==> src/hdl/wrap_counter_consts.svh <==
// Constants for the multiturn wrap counter
`ifndef WRAP_COUNTER_CONSTS_SVH
`define WRAP_COUNTER_CONSTS_SVH
`define WRAP_WIDTH 16
`define WRAP_DEFAULT 16'hffff
`define COUNT_RESET 16'h0000
`define USAGE_ABSOLUTE 4'h0
`define USAGE_INCREMENTAL 4'h1
`endif

==> src/hdl/wrap_counter_pkg.sv <==
// Types for the multiturn wrap counter
package wrap_counter_pkg;
  typedef enum logic [1:0] {
    st_idle,
    st_run
  } run_state_e;
  typedef logic [15:0] turns_t;
endpackage

==> src/hdl/wrap_step_if.sv <==
// Step request and wrapped result between counter top and step unit
`timescale 1ns/1ps
interface wrap_step_if;
  logic        fwd;
  logic        rev;
  logic [15:0] count;
  logic [15:0] limit;
  logic        apply_wrap;
  logic [15:0] next_count;
  modport top  (output fwd, output rev, output count, output limit, output apply_wrap,
                input next_count);
  modport unit (input fwd, input rev, input count, input limit, input apply_wrap,
                output next_count);
endinterface

==> src/hdl/multiturn_wrap_counter.sv <==
// Multiturn revolution counter with programmable wrap and mismatch alarm
`timescale 1ns/1ps
`include "wrap_counter_consts.svh"
module multiturn_wrap_counter
  import wrap_counter_pkg::*;
#(
  parameter int WIDTH = `WRAP_WIDTH
) (
  // Clock and reset
  input  wire logic             clock,
  input  wire logic             rst,
  // Restart strobe (control power cycle), same clock
  input  wire logic             restart,
  // Settings from the parameter host
  input  wire logic [WIDTH-1:0] multiturn_wrap_value,
  input  wire logic [3:0]       encoder_usage_select,
  input  wire logic             encoder_is_absolute,
  // Encoder side, same clock
  input  wire logic [WIDTH-1:0] encoder_limit,
  input  wire logic [WIDTH-1:0] encoder_stored_count,
  input  wire logic             step_fwd,
  input  wire logic             step_rev,
  // Results
  output logic [WIDTH-1:0]      multiturn_count,
  output logic                  limit_mismatch_alarm,
  output logic                  absolute_mode,
  output logic                  running
);
  ////////////////////////////////////////////////////////////////////////
  run_state_e     state;
  logic [WIDTH-1:0] limit;
  logic [WIDTH-1:0] enc_limit;
  wrap_step_if    s ();

  // Wrap needs an absolute encoder and the usage digit set to absolute
  wire usage_abs  = (encoder_usage_select == `USAGE_ABSOLUTE);
  wire next_abs   = encoder_is_absolute && usage_abs;
  wire limits_mis = (limit != enc_limit);

  assign s.fwd        = (state == st_run) && step_fwd;
  assign s.rev        = (state == st_run) && step_rev;
  assign s.count      = multiturn_count;
  assign s.limit      = limit;
  assign s.apply_wrap = absolute_mode;

  wrap_step u_step (
    .s (s)
  );

  ////////////////////////////////////////////////////////////////////////
  // Settings sampled only at restart so a live edit cannot skew the count
  always_ff @(posedge clock) begin
    if (rst) begin
      limit         <= `WRAP_DEFAULT;
      enc_limit     <= `WRAP_DEFAULT;
      absolute_mode <= 1'b1;
    end else if (restart) begin
      limit         <= multiturn_wrap_value;
      enc_limit     <= encoder_limit;
      absolute_mode <= next_abs;
    end
  end

  always_ff @(posedge clock) begin
    if (rst) begin
      state <= st_idle;
    end else if (restart) begin
      state <= st_run;
    end
  end

  // Count resumes from the encoder's retained position at restart
  always_ff @(posedge clock) begin
    if (rst) begin
      multiturn_count <= `COUNT_RESET;
    end else if (restart) begin
      multiturn_count <= encoder_stored_count;
    end else begin
      multiturn_count <= s.next_count;
    end
  end

  // Alarm follows the latched pair; cleared only via rst or a later restart
  always_ff @(posedge clock) begin
    if (rst) begin
      limit_mismatch_alarm <= 1'b0;
    end else begin
      limit_mismatch_alarm <= (state == st_run) && !restart && limits_mis;
    end
  end

  assign running = (state == st_run);
endmodule

==> src/hdl/wrap_step.sv <==
// Combinational next-count computation with modulus wrap
`timescale 1ns/1ps
`include "wrap_counter_consts.svh"
module wrap_step
  import wrap_counter_pkg::*;
(
  wrap_step_if.unit s
);
  wire at_top  = s.apply_wrap && (s.count == s.limit);
  wire at_zero = (s.count == `COUNT_RESET);
  wire [15:0] wrap_low = s.apply_wrap ? s.limit : `WRAP_DEFAULT;
  wire [15:0] plus_one  = s.count + 16'h0001;
  wire [15:0] minus_one = s.count - 16'h0001;
  // Default limit gives the plain 16-bit roll, so both paths agree
  assign s.next_count = (s.fwd && !s.rev) ? (at_top ? `COUNT_RESET : plus_one) :
                        (s.rev && !s.fwd) ? (at_zero ? wrap_low : minus_one) :
                        s.count;
endmodule

==> config.mk <==
export PLATFORM = sky130hd
export DESIGN_NAME = multiturn_wrap_counter
export DESIGN_NICKNAME = d
export VERILOG_FILES = /design/src/hdl/wrap_counter_pkg.sv /design/src/hdl/wrap_step_if.sv /design/src/hdl/multiturn_wrap_counter.sv /design/src/hdl/wrap_step.sv
export VERILOG_INCLUDE_DIRS = /design/src /design/src/hdl
export SDC_FILE = /design/constraint.sdc
export NUM_CORES = 1
export LEC_CHECK = 0
export ABC_CLOCK_PERIOD_IN_PS = 2500
export BUFFER_PORTS_ARGS = -buffer_cell sky130_fd_sc_hd__buf_2
export CORE_MARGIN = 3
export CORE_UTILIZATION = 45
export CTS_CLUSTER_SIZE = 40
export DETAILED_ROUTE_END_ITERATION = 10
export PLACE_DENSITY = 0.68
export SLEW_MARGIN = 30
export SYNTH_ARGS = -nofsm -noshare
export SYNTH_HDL_FRONTEND = slang
export SYNTH_SLANG_ARGS = --single-unit
==> constraint.sdc <==
create_clock -name clock -period 2.5 [get_ports clock]
set_input_delay 0.125 -clock clock [delete_from_list [all_inputs] [get_ports clock]]
set_output_delay 0.125 -clock clock [all_outputs]
set_load 0.02 [all_outputs]
# --- After elaboration in Yosys (flattened, before gate mapping) ---
# Index checks and enable logic that the tools add are counted.
totals:
  in_bits: 58
  rom_bits: 0
  regBits: 51
  elab_cells: 30
  out_inout_bits: 19
  ramBits: 0
  latchBits: 0
  memories: 0
classes:
  addsub: 2
  magnitude_cmp: 0
  muxes: 6
  bitwise: 0
  reduce_logical: 14
  n_div: 0
  n_mul: 0
  n_shift: 0
  eq_ne: 2
ops:
  columns: ["op", "n"]
  rows:
  - ["$mux 16", 6]
  - ["$add 16x1->16 const B", 1]
  - ["$eq 16x16->1", 1]
  - ["$logic_not 16->1", 1]
  - ["$ne 16x16->1", 1]
  - ["$sub 16x1->16 const B", 1]
  - ["$logic_and 1x1->1", 8]
  - ["$logic_not 4->1", 1]
  - ["$logic_not 1->1", 3]
  - ["$reduce_bool 3->1", 1]

# --- Depth between registers and ports, before layout ---
logic_depth:
  depth_word: 6
  mapped_depth: 11
  mapped_depth_nobuf: 8

# --- Cells and area by module ---
# From an unflattened synthesis, not the netlist that was laid out.
hier_totals:
  hier_cells: 419
  area_unflattened_um2: 3452.1
by_module_without_submodules:
  columns: ["module", "area_each_um2", "seq_area_each_um2", "n_inst", "cells_per_inst"]
  rows:
  - ["multiturn_wrap_counter", 2052.0, 1021.0, 1, 192]
  - ["wrap_step", 1400.1, 0.0, 1, 227]

# --- Worst setup path before layout ---
# No wires, ideal clock.
synth_path:
  path_kind: "reg2reg"
  from: "reg multiturn_count[1]"
  to: "reg multiturn_count[12]"
  arrival_ns: 2.056
  path_stages_with_launch: 11
  n_path_buf: 3
  setup_ns: 0.116
  path_slack_ns: 0.328
  t_required_ns: 2.384
  period_less_slack_ns: 2.172
  path_cell_list: "dfxtp_1 clkbuf_1 inv_1 ha_1 nor3b_1 and4_1 buf_4 buf_4 o21ai_0 o22ai_1 a31o_2"
synth_between:
  elab_chain_cells: 5
  elab_cells_between_ends: 10
  classes_between: "add/sub (2); eq/ne (1); mux (5); reduce/logical (2)"
synth_lines:
  columns: ["element", "line_no", "source"]
  rows:
  - ["start, declared", "multiturn_wrap_counter.sv:24", "output logic [WIDTH-1:0] multiturn_count,"]
  - ["start signal, assigned", "multiturn_wrap_counter.sv:75", "multiturn_count <= `COUNT_RESET;"]
  - ["start signal, assigned", "multiturn_wrap_counter.sv:77", "multiturn_count <= encoder_stored_count;"]
  - ["start signal, assigned", "multiturn_wrap_counter.sv:79", "multiturn_count <= s.next_count;"]
  - ["$sub 16x1->16, or another cell as far along", "wrap_step.sv:13", "wire [15:0] minus_one = s.count - 16'h0001;"]
  - ["$mux 16 or $logic_and 1x1->1 (tied branches)", "wrap_step.sv:16, wrap_step.sv:9", null]
  - ["$mux 16, on equally long branches", "wrap_step.sv:16, wrap_step.sv:15", null]
  - ["$mux 16 (*)", "wrap_step.sv:15", "assign s.next_count = (s.fwd && !s.rev) ? (at_top ? `COUNT_RESET : plus_one) :"]
  - ["$mux 16 (*)", "multiturn_wrap_counter.sv:76", "end else if (restart) begin"]
# Every way passes the cells marked *; elsewhere a longest branch is shown, timed or not. The select of a mux whose other input is x is not followed.
# A chain may end at the register's enable or synchronous reset.

# --- Worst setup path in the final report ---
layout_path:
  from: "reg multiturn_count[0]"
  to: "reg multiturn_count[3]"
# Same word-level chain as after synthesis.

==> reports/results.txt <==
Placement Cell Area: 3930 um2
Post-CTS Setup Bufs: 0
worst relative slew slack: 62.94%
post-route worst setup slack: 0.2231 ns
Ys Warns: 0
Setup violations, final: 0
critical path startpoint category: flip-flop
# diodes: 0
Setup crit start: multiturn_count[0]
worst slack at placement: 0.1273 ns
dpl cells: 574
CTS tree: yes
initial drt markers: 325
io pins: 77
largest net degree at the start of global routing: 32
Flop pwr share: 45.9%
count of cell types in the netlist: 58
combinational power share: 29.6%
status: finished with violations
dpl hpwl: 7731 um
Vias per Instance: 5.707
Setup TNS Final: 0 ns
worst-path fanout max: 11
Reg clk slew, reported paths: 0.10 ns
Worst Skew: 0.009014 ns
PortBufs: 76
Synthesized Nets: 468
GR Overflow Total: 0
Worst EP arrival: 2.48 ns
Layout area overhead: 18.70%
Slew @ Worst Pin: 0.5552 ns
WL final: 10300 um
ys async rst share: 0%
DR pass1 iterations: 8
met3 Use GR: 4.874%
Top Usage Layer GRT: met2
synthesized area: 3398 um2
failing checks: DRC
count leader, synth: dfxtp_1
share of the synthesized area in the top cell type: 30.04%
DR DRC count: 1
crit-path max cell delay: 0.42 ns
Nets: 544
CTS root buf: clkbuf_8
post-layout instance area: 4034 um2
initial antenna violation count: 0
LEAKAGE: 1.744 nW
share of post-route cells with drive strength above 1: 26.45%
H-tree depth: 2
met1 GRT Util: 32.20%
GRT Util Overall: 24.18%
Worst R2R Start: multiturn_count[0]
Worst path slowest cell: dfxtp_1
clock power share: 24.5%
buffer and inverter count on the worst path: 2
critical path class: reg -> reg
syn_area_per_cell: 8.350 um2
Sw Share: 35.33%
vias post-DR: 3327
final hold vios: 0
post-route clock period utilization: 91.08%
Psw: 738.5 uW
hold_sp: multiturn_wrap_value[8]
Yosys reg bits: 51
RSZ-0062 raised after global routing: no
Synth Instances: 407
Chip Width: 92.90 um
Max Cap Viol: 0
CTS sink cnt: 51
top post-synthesis cells by count: dfxtp_1 (51), nand2_1 (48), mux2i_1 (32)
first-pass GRT wire length: 16450 um
Critical Path RT: 2.70 ns
Slew Limit Fails: 0
wire per inst: 17.67 um
die span in y: 92.90 um
non-filler instance count after layout: 583
total power: 2.090 mW
Largest delay share family, worst path: simple AND/OR/NAND/NOR gates
top cells by area, synth: dfxtp_1 (30%), mux2i_1 (9.4%), xor2_1 (7.7%)
prevailing post-synth register cell: dfxtp_1
EDFF count, synth: 0
post-route minimum period: 2.277 ns
number of global-route vias before repair: 3153
die area: 8630 um2
Hold WC Path Type: in -> reg
clock buffer count from CTS: 5
Crit. End Element: flip-flop
num rows: 31
worst path cell trace: inv_1 -> ha_1 -> nor3b_1 -> nand4_1 -> buf_4 -> nor3b_2 -> a21oi_1 -> a221oi_1 -> nor3_1
Pint: 1.352 mW
Max Clk Rate: 0.4392 GHz
sequential cell area fraction in the yosys report: 30.04%
GPL Wtd Cong: 0.9541
area leader, netlist: dfxtp_1
antenna-violating nets left: 0
# fillers: 748
Initial Utilization: 46.60%
core area: 7292 um2
GR Util met2: 38.27%
P per Cell Area: 518.2 nW/um2
VDD IR max: 271.5 uV
CTS max path bufs: 2
clk_lat worst skew: 0.31 ns
[final timing paths]
kind / slack [ns] / cells past startpoint / endpoint
worst max-delay path: 0.22 / 9 / multiturn_count[3]
worst min-delay path: 0.02 / 3 / limit[8]
worst max register to register: 0.22 / 9 / multiturn_count[3]
worst min register to register: 0.50 / 2 / enc_limit[1]
[worst min-delay path: cells and delay by family]
family | cells | cell delay (ns)
buffers and inverters | 1 | 0.07
and+or+nand+nor | 1 | 0.06
muxes | 1 | 0.05
[metal layers]
| metal | up-vias | wire (um) |
|---|---|---|
| met1 | 1559 | 4452 |
| met4 | 0 | 263 |
| met2 | 146 | 4778 |
| met3 | 23 | 805 |
| li1 | 1599 | - |
| met5 | - | 0 |
[cells in the final DEF, fill, tap and decap left out, types with 4 or more instances in the layout]
master / synthesis / routed
a22oi_1: 4 / 4
xor2_1: 30 / 30
nand3_1: 14 / 14
nor2_1: 20 / 20
nor3_1: 9 / 9
xnor2_1: 22 / 22
a21oi_1: 22 / 22
o21ai_0: 7 / 7
nand2_1: 48 / 48
dfxtp_1: 51 / 51
nor3b_1: 4 / 4
mux2i_1: 32 / 32
inv_1: 12 / 12
buf_2: 14 / 76
nand3b_1: 4 / 4
o311ai_0: 6 / 6
nor4_1: 8 / 8
clkbuf_8: 0 / 5
and3_1: 5 / 5
o211ai_1: 5 / 5
a31oi_1: 9 / 9
nand2b_1: 9 / 9
nand4_1: 7 / 7
buf_4: 4 / 28
[state kept, by name, indices dropped and copies added (netlist names)]
name,count
absolute_mode,1
state,1
enc_limit,16
multiturn_count,16
limit,16
limit_mismatch_alarm,1
[kinds of logic (layout without fill, tap and decap cells)]
kind of cell / count (synthesis) / in the layout / share of synthesized area (%)
fa+ha+maj: 3 / 3 / 1.105
simple gates: 142 / 142 / 23.16
buf+inv: 48 / 125 / 6.701
flops: 51 / 51 / 30.04
compound gates: 77 / 77 / 15.50
xor+xnor: 52 / 52 / 13.40
mux: 34 / 34 / 10.09
[stage by stage]
| step | util [%] | hold slack [ns] |
|---|---|---|
| after floorplan | - | 0.2248 |
| after global placement | 53.90 | 0.3148 |
| after detailed placement | 53.90 | 0.3185 |
| after CTS | 55.28 | 0.01716 |
| after global routing | 55.32 | 0.02603 |
| final | 55.32 | 0.02307 |
[power by group through the flow]
stage | clock network, mW | logic (mW) | registers (mW)
6_report | 0.511 | 0.620 | 0.959
5_1_grt | 0.552 | 0.675 | 0.969
4_1_cts | 0.526 | 0.614 | 0.959
3_5_place_dp | 0 | 0.609 | 0.977
3_3_place_gp | 0 | 0.606 | 0.974
2_1_floorplan | 0 | 0.413 | 0.965
[cell type report]
class	instances	area, um2	share of cell area (%)
clock buffer	5	68.82	1.706
clock inverter	3	22.52	0.5583
tap	99	123.9	3.071
sequential	51	1021	25.31
inverter	12	45.04	1.117
multi-input combinational	308	2152	53.35
timing repair buffer	105	600.6	14.89
[what timing repair did]
| item | in CTS | in global routing |
|---|---|---|
| endpoints found under the setup margin | 0 | 5 |
| hold endpoints to repair | 1 | 0 |
| hold buffers | 1 | 0 |
| gates resized for setup | 0 | 2 |
Note: power is estimated with default switching activity, not from simulation.
